===== src/rtl/rfc_pkg.sv =====
// Constants for the reference frequency configuration register slice.
// Assumes a byte-wide register port with byte addresses.
package rfc_pkg;
   localparam int unsigned ADDR_W   = 8;
   localparam int unsigned DATA_W   = 8;
   localparam int unsigned WORD_W   = 16;
   localparam int unsigned PROD_W   = 32;
   localparam int unsigned NUM_WIDE = 2;

   localparam logic [ADDR_W-1:0] ADDR_FREEZE     = 8'h0D;
   localparam logic [ADDR_W-1:0] ADDR_STATUS     = 8'h0E;
   localparam logic [ADDR_W-1:0] ADDR_BASE_HI    = 8'h10;
   localparam logic [ADDR_W-1:0] ADDR_BASE_LO    = 8'h11;
   localparam logic [ADDR_W-1:0] ADDR_MULT_HI    = 8'h12;
   localparam logic [ADDR_W-1:0] ADDR_MULT_LO    = 8'h13;

   localparam logic [DATA_W-1:0] FREEZE_RESET    = 8'h00;
   localparam logic [DATA_W-1:0] FREEZE_LOCK     = 8'h01;
   localparam logic [DATA_W-1:0] FREEZE_RELEASE  = 8'h00;
   localparam logic [WORD_W-1:0] BASE_RESET      = 16'h9C40;
   localparam logic [WORD_W-1:0] MULT_RESET      = 16'h0F30;
   localparam logic [DATA_W-1:0] STATUS_RESET    = 8'h00;
   localparam logic [DATA_W-1:0] UNMAPPED_READ   = 8'h00;

   localparam int unsigned IDX_BASE = 0;
   localparam int unsigned IDX_MULT = 1;
endpackage


===== src/rtl/rfc_wide_if.sv =====
// Carrier between the decoder and one big-endian 16-bit register.
// Assumes both ends sit on the same clock.
`timescale 1ns/100ps
interface rfc_wide_if;
   import rfc_pkg::*;
   logic              wr_hi;
   logic              wr_lo;
   logic [DATA_W-1:0] wdata;
   logic [WORD_W-1:0] value;
   modport ctrl  (output wr_hi, output wr_lo, output wdata, input value);
   modport store (input wr_hi, input wr_lo, input wdata, output value);
endinterface


===== src/rtl/rfc_wide_reg.sv =====
// One 16-bit register written one byte at a time, big endian.
// Assumes byte strobes come from the decoder on the same clock.
`timescale 1ns/100ps
module rfc_wide_reg
   import rfc_pkg::*;
#(
   parameter logic [WORD_W-1:0] RESET_VALUE = 16'h0000
) (
   input  wire logic   i_clock,
   input  wire logic   i_reset,
   rfc_wide_if.store   bus
);
   typedef struct packed {
      logic [WORD_W-1:0] value;
   } rfc_wide_state_t;

   rfc_wide_state_t state_q;
   rfc_wide_state_t state_d;

   always_comb begin
      state_d = state_q;
      // Lower address carries the high byte [RULE5]
      if (bus.wr_hi) begin
         state_d.value[WORD_W-1:DATA_W] = bus.wdata;
      end
      if (bus.wr_lo) begin
         state_d.value[DATA_W-1:0] = bus.wdata;
      end
   end

   always_ff @(posedge i_clock or posedge i_reset) begin
      if (i_reset) begin
         state_q <= '{value: RESET_VALUE};
      end else begin
         state_q <= state_d;
      end
   end

   assign bus.value = state_q.value;
endmodule


===== src/rtl/rfc_regs.sv =====
// Reference-0 frequency configuration and status freeze register slice.
// Assumes a single-clock byte register port, read data one cycle later.
// Summary of operation
// RULE1 - A freeze byte of 0x01 stops the latched read status from updating.
// RULE2 - Writing 0x00 to the freeze byte lets the status update again.
// RULE3 - The base rate register holds a 16-bit unsigned rate in hertz.
// RULE4 - Software programs the base rate with one of the supported codes.
// RULE5 - Wide registers take the high byte at the lower address.
// RULE6 - The rate multiplier register holds a 16-bit unsigned factor.
// RULE7 - Software makes base rate times multiplier equal the reference rate.
// RULE8 - With halving enabled, software programs half the input rate.
// RULE9 - Wide registers read back the high byte at the lower address.
//
// The plain strobed port was decided locally.
`timescale 1ns/100ps
module rfc_regs
   import rfc_pkg::*;
(
   input  wire logic [ADDR_W-1:0] i_addr,
   input  wire logic [DATA_W-1:0] i_wdata,
   input  wire logic              i_write,
   input  wire logic              i_read,
   input  wire logic [DATA_W-1:0] i_status,
   input  wire logic              i_clock,
   input  wire logic              i_reset,
   output logic      [DATA_W-1:0] o_rdata,
   output logic                   o_status_frozen,
   output logic      [WORD_W-1:0] o_base_rate_value,
   output logic      [WORD_W-1:0] o_rate_multiplier_value,
   output logic      [PROD_W-1:0] o_ref_zero_rate_hz
);
   typedef struct packed {
      logic [DATA_W-1:0] freeze;
      logic              frozen;
      logic [DATA_W-1:0] latched_read_status;
      logic [DATA_W-1:0] rdata;
      logic [WORD_W-1:0] base_rate;
      logic [WORD_W-1:0] rate_mult;
      logic [PROD_W-1:0] rate_hz;
   } rfc_state_t;

   localparam rfc_state_t STATE_RESET = '{
      freeze:              FREEZE_RESET,
      frozen:              1'b0,
      latched_read_status: STATUS_RESET,
      rdata:               UNMAPPED_READ,
      base_rate:           BASE_RESET,
      rate_mult:           MULT_RESET,
      rate_hz:             '0
   };

   localparam logic [ADDR_W-1:0] HI_ADDR [NUM_WIDE] =
      '{ADDR_BASE_HI, ADDR_MULT_HI};
   localparam logic [ADDR_W-1:0] LO_ADDR [NUM_WIDE] =
      '{ADDR_BASE_LO, ADDR_MULT_LO};
   localparam logic [WORD_W-1:0] WIDE_RESET [NUM_WIDE] =
      '{BASE_RESET, MULT_RESET};

   rfc_state_t state_q;
   rfc_state_t state_d;

   // Carriers to the wide registers, one per entry
   rfc_wide_if wide [NUM_WIDE] ();
   logic [WORD_W-1:0]   wide_value [NUM_WIDE];

   // Address decode; the two strobes are never high together
   logic                hit_freeze;
   logic                hit_status;
   logic [NUM_WIDE-1:0] hit_hi;
   logic [NUM_WIDE-1:0] hit_lo;
   logic [DATA_W-1:0]   byte_hi [NUM_WIDE];
   logic [DATA_W-1:0]   byte_lo [NUM_WIDE];

   assign hit_freeze = (i_addr == ADDR_FREEZE);
   assign hit_status = (i_addr == ADDR_STATUS);

   genvar g;
   generate
      for (g = 0; g < NUM_WIDE; g++) begin : g_wide
         // Each wide register gets its own byte strobes [RULE5]
         assign hit_hi[g]     = (i_addr == HI_ADDR[g]);
         assign hit_lo[g]     = (i_addr == LO_ADDR[g]);
         assign wide[g].wr_hi = i_write && hit_hi[g];
         assign wide[g].wr_lo = i_write && hit_lo[g];
         assign wide[g].wdata = i_wdata;
         assign wide_value[g] = wide[g].value;

         // High byte sits at the lower address on reads too [RULE9]
         assign byte_hi[g] = wide_value[g][WORD_W-1:DATA_W];
         assign byte_lo[g] = wide_value[g][DATA_W-1:0];

         rfc_wide_reg #(
            .RESET_VALUE (WIDE_RESET[g])
         ) u_wide (
            .i_clock (i_clock),
            .i_reset (i_reset),
            .bus     (wide[g])
         );
      end
   endgenerate

   always_comb begin
      state_d = state_q;

      // Freeze byte takes any value and reads it back unchanged
      if (i_write && hit_freeze) begin
         state_d.freeze = i_wdata;
      end
      // Only the exact lock code freezes; any other value releases
      state_d.frozen = (state_d.freeze == FREEZE_LOCK); // [RULE1] [RULE2]

      // Snapshot holds still while frozen so a multi-read stays coherent
      if (!state_q.frozen) begin
         state_d.latched_read_status = i_status; // [RULE1] [RULE2]
      end

      // Unsigned 16-bit values, registered copies for the outputs
      state_d.base_rate = wide_value[IDX_BASE]; // [RULE3]
      state_d.rate_mult = wide_value[IDX_MULT]; // [RULE6]
      // Product registered on the same edge as the copies it is made of
      state_d.rate_hz = PROD_W'(wide_value[IDX_BASE])
                      * PROD_W'(wide_value[IDX_MULT]);

      // Read data stand one cycle only, then fall back to zero
      state_d.rdata = UNMAPPED_READ;
      if (i_read) begin
         if (hit_freeze) begin
            state_d.rdata = state_q.freeze;
         end
         if (hit_status) begin
            state_d.rdata = state_q.latched_read_status;
         end
         for (int k = 0; k < NUM_WIDE; k++) begin
            if (hit_hi[k]) begin
               state_d.rdata = byte_hi[k]; // [RULE9]
            end
            if (hit_lo[k]) begin
               state_d.rdata = byte_lo[k]; // [RULE9]
            end
         end
      end
   end

   always_ff @(posedge i_clock or posedge i_reset) begin
      if (i_reset) begin
         state_q <= STATE_RESET;
      end else begin
         state_q <= state_d;
      end
   end

   assign o_rdata                 = state_q.rdata;
   assign o_status_frozen         = state_q.frozen;
   assign o_base_rate_value       = state_q.base_rate;
   assign o_rate_multiplier_value = state_q.rate_mult;
   assign o_ref_zero_rate_hz      = state_q.rate_hz;
endmodule


===== config.mk =====
export PLATFORM = sky130hd
export DESIGN_NAME = rfc_regs
export DESIGN_NICKNAME = d
export VERILOG_FILES = /design/src/rtl/rfc_pkg.sv /design/src/rtl/rfc_wide_if.sv /design/src/rtl/rfc_wide_reg.sv /design/src/rtl/rfc_regs.sv
export SDC_FILE = /design/constraint.sdc
export NUM_CORES = 1
export LEC_CHECK = 0
export BUFFER_PORTS_ARGS = -buffer_cell sky130_fd_sc_hd__clkbuf_2
export CORE_UTILIZATION = 25
export DETAILED_ROUTE_END_ITERATION = 16
export PLACE_DENSITY = 0.38
export SYNTH_ARGS = -nofsm -noshare
export SYNTH_HDL_FRONTEND = slang
export SYNTH_SLANG_ARGS = --single-unit

===== constraint.sdc =====
create_clock -name i_clock -period 6.8 [get_ports i_clock]
set_input_delay 1.02 -clock i_clock [delete_from_list [all_inputs] [get_ports i_clock]]
set_output_delay 1.02 -clock i_clock [all_outputs]
set_load 0.005 [all_outputs]

==> flow_metrics.py, run 1 <==
metrics = {
    "clocking": {
        "clock_path_buffers": 2,
        "postCtsHoldBufs": 0,
        "post_cts_resize_count": 0,
        "cts_made_buffers": 17,
        "cts_tree": "built",
        "clock-sinks": 121,
        "cts-root-buf": "clkbuf_16",
        "cts.htree.levels": 4,
        "insertion_delay_ns": 0.46,
        "clk_pin_slew_ns": 0.06,
        "cts_setup_buffers": 0,
    },
    "timing": {
        "worst_slew_pin_slew_ns": 0.988,
        "finalSetupViolations": 0,
        "rsz0062_at_grt": "no",
        "min_period_over_period_pct": 94.1,
        "hold_ws_ns": 0.462,
        "setup_tns_ns": 0,
        "min_period_ns": 6.40,
        "clock-skew-final_ns": 0.0134,
        "maxSlewHeadroom_pct": 34.0,
        "setup_slack_ns": 0.404,
        "finalHoldViolations": 0,
        "fmax_mhz": 156,
        "drv_slew": 0,
    },
    "die": {
        "die_h_um": 231,
        "rows": 83,
        "initial_core_util_pct": 25.4,
        "die_area_um2": 53200,
        "die_w_um": 231,
        "ioPinCount": 101,
        "core_region_area_um2": 51500,
    },
    "layout": {
        "final_util_pct": 28.3,
        "final_cell_area_um2": 14600,
        "final_cell_mix": "inv_1, fa_1, nand2_1, and2_1, ha_1",
        "drive_gt1_share_pct": 17.4,
        "final_common_cell": "inv_1",
        "fin_nets": 1641,
        "syn_to_final_growth_pct": 11.5,
    },
    "worst_setup_path": {
        "max_stage_delay_ns": 0.84,
        "crit_fanout": 19,
        "start_kind": "flop",
        "cp-end-kind": "flop",
        "crit_top_cell": "fa_1",
        "critical_path_arrival_ns": 6.72,
        "required_ns": 7.13,
        "path_buf_inv": 3,
        "cpMaxStageDelayCell": "dfrtp_1",
        "crit_path_cell_trace": "nand2_1 -> fa_1 -> inv_1 -> fa_1 -> fa_1 -> fa_1 -> fa_1 -> inv_1 -> fa_1 -> inv_1 -> ha_1 -> a21oi_1 -> o21ai_0 -> or4_1 -> a21oi_1 -> o31ai_1 -> xor2_1",
        "worstSetupPathType": "reg -> reg",
        "crit_family": "adder cells",
    },
    "drt": {
        "routed_wl_mm": 36.2,
        "wl_per_cell_um": 18.0,
        "wl_met1_mm": 15.6,
        "vias_per_cell": 4.35,
        "first_iter_violations": 420,
        "dr_wl_met3_um": 963,
        "route.detailed.drc": 0,
        "highest_layer": "met4",
        "wl_met2_mm": 19.1,
        "num_vias": 8744,
        "ant_nets": 0,
        "first_pass_iters": 4,
    },
    "logic_synthesis": {
        "syn_area_per_cell_um2": 10.1,
        "synth-compound-area-share_pct": 5.32,
        "yosysTopAreaCellShare_pct": 29.7,
        "syn-num-nets": 1615,
        "synthMuxAreaShare_pct": 4.96,
        "ys_seq_area_share_pct": 23.4,
        "yosysWarnings": 0,
        "synth_area_leaders": "fa_1, dfrtp_1, ha_1",
        "synthXorXnorAreaFrac_pct": 2.01,
        "ys.flop_type": "dfrtp_1",
        "synth_top_area_cell": "fa_1",
        "yosys.area_share.simple_pct": 12.5,
        "synth_edf_count": 0,
        "yosys_register_bits": 121,
        "yosysUniqueCellTypes": 52,
        "synth_top_family_by_area": "adder cells",
        "synth-async-reset-ratio_pct": 100,
        "synth_area_um2": 13100,
        "synthAdderAreaFrac_pct": 39.7,
        "synthCells": 1289,
    },
    "min_path": {
        "hold_path.class": "reg -> reg",
    },
    "global_routing": {
        "grt_overflow": 0,
        "grt_pass1_wl_mm": 57.0,
        "grt_pass1_vias": 9424,
        "antenna_found_initial": 0,
        "grt_use_total_pct": 14.5,
        "grt_start_max_net_pins": 62,
    },
    "power_and_ir_drop": {
        "irDropWorstVdd_v": 0.000181,
        "power_density_nw_per_um2": 140,
        "p_leak_nw": 7.64,
    },
    "placed_design": {
        "place_ws_ns": 0.372,
        "place_congestion": 0.793,
        "dpl.hpwl_mm": 28.0,
        "io_buffers": 100,
        "post_dp_cell_area_um2": 13900,
    },
    "outcome": {
        "status": "completed",
    },
    "job": {
        "max-cap-violations": 0,
    },
}
==> final timing paths <==
path / from / to / slack (ns) / cells after the start
max: g_wide[0].u_wide.bus.value[7] / o_ref_zero_rate_hz[28] / 0.40 / 17
min: g_wide[0].u_wide.bus.value[9] / o_base_rate_value[9] / 0.46 / 0
max reg2reg: g_wide[0].u_wide.bus.value[7] / o_ref_zero_rate_hz[28] / 0.40 / 17
min reg2reg: g_wide[0].u_wide.bus.value[9] / o_base_rate_value[9] / 0.46 / 0
max in group asynchronous: i_reset / o_rate_multiplier_value[15] / 4.81 / 3
min in group asynchronous: i_reset / o_rate_multiplier_value[0] / 0.71 / 2
==> report_power, final <==
part | internal, W | switching [W] | total, W
Sequential | 0.000755 | 0.0000474 | 0.000803
Combinational | 0.0000724 | 0.000121 | 0.000193
Clock | 0.000669 | 0.000369 | 0.00104
==> worst reg2reg max path: cells and delay by family (launching register included) <==
family	cells	cell delay, ns
simple gates	2	0.78
flops	1	0.84
xor+xnor	1	0.15
compound gates	4	1.00
fa+ha+maj	7	3.33
buf+inv	3	0.15
==> cells by family after synthesis <==
logic type | count (synthesis)
buffers and inverters | 350
muxes | 57
adders and majority gates | 298
xor gates and xnor gates | 30
DFF | 121
AOI/OAI and AO/OA | 109
and+or+nand+nor | 324
==> cell type report <==
class                   count  area, um2
diodes                      1       2.50
inverters                 226        851
flip-flops and latches    121       3060
clock inverters            11        195
well taps                 680        851
repair buffers            131        733
multi-input cells         818       8420
clock buffers              21        460
fillers                  5559      36900
==> Yosys cell counts, drive strengths merged, types with 2 or more instances <==
| cell type | number |
|---|---|
| a31o | 2 |
| o21ai | 20 |
| fa | 194 |
| and3 | 2 |
| buf | 77 |
| and2 | 112 |
| ha | 104 |
| dfstp | 22 |
| o221ai | 8 |
| a22oi | 8 |
| a21oi | 37 |
| nor4 | 2 |
| xnor2 | 17 |
| xor2 | 13 |
| clkbuf | 47 |
| a31oi | 3 |
| nor3 | 3 |
| nand2 | 162 |
| a21o | 13 |
| mux2 | 56 |
| nand4b | 3 |
| inv | 226 |
| o21bai | 3 |
| nor2 | 17 |
| nand4 | 9 |
| nand3 | 9 |
| o21a | 4 |
| dfrtp | 99 |
| a211o | 3 |
==> sequential cells by signal, summed over array words and instances, names as in the netlist <==
register,cells
g_wide.u_wide.bus.value,32
o_base_rate_value,16
o_rate_multiplier_value,16
o_rdata,8
o_ref_zero_rate_hz,32
o_status_frozen,1
state_q,16
==> metrics by stage <==
step,power [W],std cells
after floorplan,0.000920,1289
after global placement,0.00102,1976
after detailed placement,0.00102,1976
after CTS,0.00208,2008
after global routing,0.00213,2008
final,0.00203,2009
==> metal layers <==
layer | vias up | GRT usage (%)
li1 | 3979 | -
met1 | 4606 | 18.3
met2 | 135 | 25.6
met3 | 24 | 2.46
met4 | 0 | 3.73
met5 | - | 0
Note: power is estimated with default switching activity, not from simulation.
==> run 2, diff against run 1 <==
--- a/config.mk
+++ b/config.mk
@@ -9,6 +9,9 @@
 export CORE_UTILIZATION = 25
 export DETAILED_ROUTE_END_ITERATION = 16
 export PLACE_DENSITY = 0.38
+export SETUP_SLACK_MARGIN = 0.05
 export SYNTH_ARGS = -nofsm -noshare
 export SYNTH_HDL_FRONTEND = slang
+export SYNTH_HIERARCHICAL = 1
 export SYNTH_SLANG_ARGS = --single-unit
+export TNS_END_PERCENT = 10
==> flow_metrics.py, run 2 <==
metrics = {
    "logic_synthesis": {
        "ys.flop_type": "dfrtp_1",
        "ys_seq_area_share_pct": 22.9,
        "syn-num-nets": 1647,
        "synth-async-reset-ratio_pct": 100,
        "synth_area_um2": 13400,
        "synth_top_area_cell": "fa_1",
        "yosysMostFrequentCell": "inv_1",
        "synth_area_leaders": "fa_1, dfrtp_1, ha_1",
        "yosysUniqueCellTypes": 58,
        "synth_commonest_cells": "inv_1, fa_1, nand2_1",
        "synth_edf_count": 0,
        "yosysTopAreaCellShare_pct": 29.0,
        "synthCells": 1321,
        "yosysWarnings": 6,
        "syn_area_per_cell_um2": 10.1,
        "yosys_register_bits": 121,
    },
    "global_routing": {
        "grt_pass1_wl_mm": 59.0,
        "grt_start_max_net_pins": 61,
        "grt_overflow": 0,
        "grt_pass1_vias": 9665,
        "grt_use_total_pct": 14.7,
        "antenna_found_initial": 0,
    },
    "worst_setup_path": {
        "r2r-start": "g_wide[0].u_wide/bus.value[11]",
        "r2r-end": "o_ref_zero_rate_hz[27]",
        "start_kind": "flop",
        "cp-end-kind": "flop",
        "critical_path_arrival_ns": 6.81,
        "r2r_slack_ns": 0.32,
        "crit_fanout": 13,
        "required_ns": 7.13,
        "worstSetupPathType": "reg -> reg",
        "r2r_cells": 20,
    },
    "power_and_ir_drop": {
        "p_leak_nw": 7.67,
        "power_density_nw_per_um2": 131,
        "irDropWorstVdd_v": 0.000170,
        "pwr-share-seq_pct": 42.1,
        "switching_share_pct": 29.1,
        "p_clk_share_pct": 48.5,
        "p_comb_share_pct": 9.5,
        "internal_power_w": 0.00138,
        "power.switching_w": 0.000567,
    },
    "layout": {
        "regArea_um2": 3080,
        "syn_to_final_growth_pct": 10.9,
        "antenna_cells": 0,
        "drive_gt1_share_pct": 18.3,
        "final_cell_mix": "inv_1, fa_1, nand2_1, and2_1, ha_1",
        "multi_input_area_um2": 8710,
        "fin_nets": 1676,
        "fill_cells": 5595,
        "final_cell_area_um2": 14800,
        "final_common_cell": "inv_1",
    },
    "timing": {
        "finalSetupViolations": 0,
        "maxSlewHeadroom_pct": 23.9,
        "setup_slack_ns": 0.317,
        "rsz0062_at_grt": "no",
        "min_period_ns": 6.48,
        "worst_slew_pin_slew_ns": 1.14,
        "hold_ws_ns": 0.479,
        "min_period_over_period_pct": 95.3,
        "clock-skew-final_ns": 0.00911,
        "fmax_mhz": 154,
        "finalHoldViolations": 0,
        "setup_tns_ns": 0,
        "drv_slew": 0,
    },
    "min_path": {
        "hold_end": "o_base_rate_value[15]",
        "hold_path.class": "reg -> reg",
        "min_from": "g_wide[0].u_wide/bus.value[15]",
        "min_path_cells": 0,
    },
    "clocking": {
        "cts_setup_buffers": 0,
        "clock_path_buffers": 2,
        "clock-sinks": 121,
        "insertion_delay_ns": 0.45,
        "cts_tree": "built",
        "cts.htree.levels": 4,
        "cts-root-buf": "clkbuf_16",
        "clk_pin_slew_ns": 0.07,
        "cts_made_buffers": 17,
    },
    "drt": {
        "routed_wl_mm": 37.7,
        "route.detailed.drc": 0,
        "wl_per_cell_um": 18.4,
        "num_vias": 8941,
        "first_pass_iters": 5,
        "first_iter_violations": 471,
        "dr_wl_met3_mm": 1.06,
        "vias_per_cell": 4.36,
        "wl_met1_mm": 16.5,
        "highest_layer": "met4",
        "ant_nets": 0,
        "wl_met2_mm": 19.8,
    },
    "die": {
        "die_h_um": 233,
        "initial_core_util_pct": 25.4,
        "core_region_area_um2": 52700,
        "rows": 84,
        "die_w_um": 233,
        "ioPinCount": 101,
        "die_area_um2": 54400,
    },
    "placed_design": {
        "place_congestion": 0.805,
        "place_ws_ns": 0.282,
        "post_dp_cell_area_um2": 14200,
        "dpl.hpwl_mm": 29.4,
        "io_buffers": 100,
    },
    "outcome": {
        "status": "completed",
    },
    "job": {
        "max-cap-violations": 0,
    },
}
[run 2: changes by cell type in the layout (fill, tap and decap cells not counted), sizes merged, moves of 4 or more]
cell / delta
and3: +5
nand2b: +4
nand3: +4
nor2b: +4
nand2: +4
nand4: -8
a211oi: +4
inv: +7
nor2: +6
a21boi: +6
[run 2: layer usage]
layer  up-vias  track usage (%)
li1       4101                -
met1      4692             19.0
met2       124             25.6
met3        24             2.33
met4         0             3.06
met5         -                0
[run 2: how the worst max path moves through the flow]
stage	start	to	slack [ns]	cells past startpoint
final	g_wide[0].u_wide/bus.value[11]	o_ref_zero_rate_hz[27]	0.32	20
after global routing	g_wide[0].u_wide/bus.value[11]	o_ref_zero_rate_hz[27]	0.08	20
after CTS	g_wide[1].u_wide/bus.value[3]	o_ref_zero_rate_hz[29]	0.26	18
after detailed placement	g_wide[0].u_wide/bus.value[4]	o_ref_zero_rate_hz[29]	0.28	18
after global placement	g_wide[0].u_wide/bus.value[4]	o_ref_zero_rate_hz[29]	0.31	18
after floorplan	g_wide[1].u_wide/bus.value[8]	o_ref_zero_rate_hz[27]	0.82	22
[run 2: cells by family (layout without fill, tap and decap cells)]
family                     Yosys count  count (layout)  share of synthesized area, %
AOI/OAI and AO/OA                  120             120                          5.94
xor gates and xnor gates            25              25                          1.64
adders and majority gates          298             298                          38.8
buffers and inverters              348             390                          12.0
DFF                                121             121                          22.9
muxes                               55              55                          5.52
and+or+nand+nor                    354             354                          13.3
[run 2: final cells by class]
class,instances,share of cell area [%]
clock inverter,14,1.11
clock buffer,18,2.89
timing repair buffer,130,4.89
multi-input combinational,852,58.8
sequential,121,20.8
inverter,228,5.79
tap,688,5.80
[run 2: power by group through the flow]
| stage | logic [W] | registers, W | clock network [W] |
|---|---|---|---|
| after floorplan | 0.000140 | 0.000785 | 0 |
| after global placement | 0.000190 | 0.000834 | 0 |
| after detailed placement | 0.000191 | 0.000834 | 0 |
| after CTS | 0.000191 | 0.000821 | 0.000992 |
| after global routing | 0.000209 | 0.000826 | 0.00102 |
| final | 0.000184 | 0.000820 | 0.000945 |
[run 2: worst max-delay path: stages (launching register included)]
cell and delay, ns:
dfstp_2 0.74, buf_4 0.25, and2_1 0.16, fa_1 0.42
inv_1 0.09, fa_1 0.41, inv_1 0.09, fa_1 0.47
fa_1 0.51, fa_1 0.49, inv_1 0.05, fa_1 0.47
inv_1 0.04, ha_1 0.35, a21o_1 0.20, a21boi_1 0.25
o2111ai_1 0.31, and2_1 0.29, a31oi_1 0.22, o21ai_1 0.17
a311o_1 0.37
[run 2: metrics by stage]
step	util [%]	power, W	std cells
final	28.2	0.00195	2051
after global routing	28.2	0.00205	2051
after CTS	28.1	0.00200	2051
after detailed placement	27.0	0.00102	2019
after global placement	27.0	0.00102	2019
after floorplan	-	0.000925	1321
[run 2: what timing repair did]
item,in CTS,in global routing
hold buffers,0,0
gates resized for setup,0,15
setup endpoints to repair,0,3
==> run 3, diff against run 2 <==
--- a/config.mk
+++ b/config.mk
@@ -6,9 +6,11 @@
 export NUM_CORES = 1
 export LEC_CHECK = 0
 export BUFFER_PORTS_ARGS = -buffer_cell sky130_fd_sc_hd__clkbuf_2
+export CELL_PAD_IN_SITES_DETAIL_PLACEMENT = 1
+export CELL_PAD_IN_SITES_GLOBAL_PLACEMENT = 2
 export CORE_UTILIZATION = 25
 export DETAILED_ROUTE_END_ITERATION = 16
-export PLACE_DENSITY = 0.38
+export PLACE_DENSITY = 0.53
 export SETUP_SLACK_MARGIN = 0.05
 export SYNTH_ARGS = -nofsm -noshare
 export SYNTH_HDL_FRONTEND = slang
==> flow_metrics.py, run 3 (synthesis gave the netlist of run 2 again) <==
metrics = {
    "outcome": {
        "status": "completed",
    },
    "layout": {
        "drive_gt1_share_pct": 18.3,
        "final_common_cell": "inv_1",
        "syn_to_final_growth_pct": 11.4,
        "final_cell_area_um2": 14900,
        "fin_nets": 1681,
        "antenna_cells": 0,
        "final_cell_mix": "inv_1, fa_1, nand2_1, and2_1, ha_1",
    },
    "global_routing": {
        "grt_start_max_net_pins": 46,
        "grt_overflow": 0,
        "busiest_layer": "met2",
        "antenna_found_initial": 0,
        "grt_pass1_wl_mm": 62.4,
        "use_met3_pct": 2.36,
        "grt_use_total_pct": 15.6,
        "use_met2_pct": 27.1,
        "grt_pass1_vias": 10200,
        "use_met1_pct": 20.0,
    },
    "worst_setup_path": {
        "crit_family": "adder cells",
        "crit_fanout": 10,
        "path_buf_inv": 4,
        "start_kind": "flop",
        "cp-end-kind": "flop",
        "cp_num_cells": 19,
        "crit_top_cell": "fa_1",
        "worstSetupPathType": "reg -> reg",
        "cpMaxStageDelayCell": "dfstp_2",
        "required_ns": 7.14,
        "r2r_cells": 19,
        "critical_path_arrival_ns": 6.75,
        "crit_path_cell_trace": "buf_4 -> nand2_1 -> fa_1 -> inv_1 -> fa_1 -> fa_1 -> fa_1 -> fa_1 -> inv_1 -> fa_1 -> inv_1 -> ha_1 -> a21o_1 -> a21boi_1 -> o2111ai_1 -> and2_1 -> a31oi_1 -> o21ai_1 -> a311o_1",
        "max_stage_delay_ns": 0.69,
    },
    "drt": {
        "first_iter_violations": 327,
        "wl_per_cell_um": 19.4,
        "num_vias": 9071,
        "vias_per_cell": 4.41,
        "first_pass_iters": 4,
        "route.detailed.drc": 0,
        "routed_wl_mm": 40.0,
        "ant_nets": 0,
    },
    "timing": {
        "clock-skew-final_ns": 0.00931,
        "finalSetupViolations": 0,
        "drv_slew": 0,
        "rsz0062_at_grt": "no",
        "finalHoldViolations": 0,
        "worst_slew_pin_slew_ns": 1.32,
        "setup_tns_ns": 0,
        "maxSlewHeadroom_pct": 11.9,
        "fmax_mhz": 156,
        "hold_ws_ns": 0.513,
        "min_period_ns": 6.41,
        "min_period_over_period_pct": 94.2,
    },
    "die": {
        "core_region_area_um2": 52700,
        "die_area_um2": 54400,
        "ioPinCount": 101,
        "die_w_um": 233,
        "rows": 84,
        "die_h_um": 233,
        "initial_core_util_pct": 25.4,
    },
    "placed_design": {
        "post_dp_cell_area_um2": 14200,
        "place_congestion": 0.780,
        "io_buffers": 100,
        "dpl.hpwl_mm": 31.3,
    },
    "clocking": {
        "postCtsHoldBufs": 0,
        "cts.htree.levels": 4,
        "cts-root-buf": "clkbuf_16",
        "clock_path_buffers": 2,
        "cts_tree": "built",
        "clock-sinks": 121,
        "cts_made_buffers": 17,
        "clk_pin_slew_ns": 0.07,
        "insertion_delay_ns": 0.46,
    },
    "power_and_ir_drop": {
        "irDropWorstVdd_v": 0.000199,
        "power_density_nw_per_um2": 134,
        "p_leak_nw": 7.71,
    },
    "job": {
        "max-cap-violations": 0,
    },
    "min_path": {
        "hold_path.class": "reg -> reg",
        "min_path_cells": 1,
    },
}
## run 3: cell types whose count changed in the layout (fill, tap and decap cells not counted), moves of 2 or more
cell	change
clkbuf_8	+2
dfrtp_2	-5
inv_8	-2
dfrtp_1	+5
buf_4	+5
## run 3: path summary, 6_finish.rpt
check,slack (ns),from,endpoint
min,0.51,state_q[77],state_q[77]
max reg2reg,0.39,g_wide[0].u_wide/bus.value[6],o_ref_zero_rate_hz[27]
min in group asynchronous,0.69,i_reset,state_q[72]
max in group asynchronous,5.03,i_reset,o_ref_zero_rate_hz[23]
min reg2reg,0.51,state_q[77],state_q[77]
max,0.39,g_wide[0].u_wide/bus.value[6],o_ref_zero_rate_hz[27]
## run 3: layout make-up
class | count | area [um2]
Timing Repair Buffer | 135 | 763
Fill cell | 5991 | 37800
Clock buffer | 20 | 457
Clock inverter | 12 | 165
Sequential cell | 121 | 3070
Inverter | 228 | 858
Multi-Input combinational cell | 852 | 8720
Tap cell | 688 | 861
## run 3: timing repair
action | CTS | global route
endpoints found under the setup margin | 0 | 2
setup buffers | 0 | 0
resized for setup | 0 | 11
## run 3: power breakdown
part / leakage (nW) / total (W) / switching, W / internal, W
sequential: 1.57 / 0.000818 / 0.0000620 / 0.000756
combinational: 5.84 / 0.000191 / 0.000112 / 0.0000785
clock: 0.293 / 0.000989 / 0.000390 / 0.000599
## run 3: per-layer routing
layer,wire length (um),vias up
li1,-,4116
met1,17700,4832
met2,20900,90
met3,757,33
met4,660,0
met5,0,-
## run 3: stage by stage
| stage | setup WS, ns | utilization (%) | std cells | power (W) |
|---|---|---|---|---|
| after floorplan | 0.822 | - | 1321 | 0.000925 |
| after global placement | 0.456 | 27.1 | 2024 | 0.00103 |
| after detailed placement | 0.275 | 27.1 | 2024 | 0.00103 |
| after CTS | 0.266 | 28.2 | 2056 | 0.00205 |
| after global routing | 0.106 | 28.3 | 2056 | 0.00209 |
| final | 0.394 | 28.3 | 2056 | 0.00200 |
## run 3: worst register-to-register path, cell delays in order, from the launching register on
cell and delay [ns]:
dfstp_2 0.69, buf_4 0.26, nand2_1 0.10, fa_1 0.55, inv_1 0.07, fa_1 0.57
fa_1 0.44, fa_1 0.46, fa_1 0.49, inv_1 0.05, fa_1 0.48, inv_1 0.04
ha_1 0.36, a21o_1 0.21, a21boi_1 0.22, o2111ai_1 0.26, and2_1 0.26, a31oi_1 0.26
o21ai_1 0.17, a311o_1 0.37
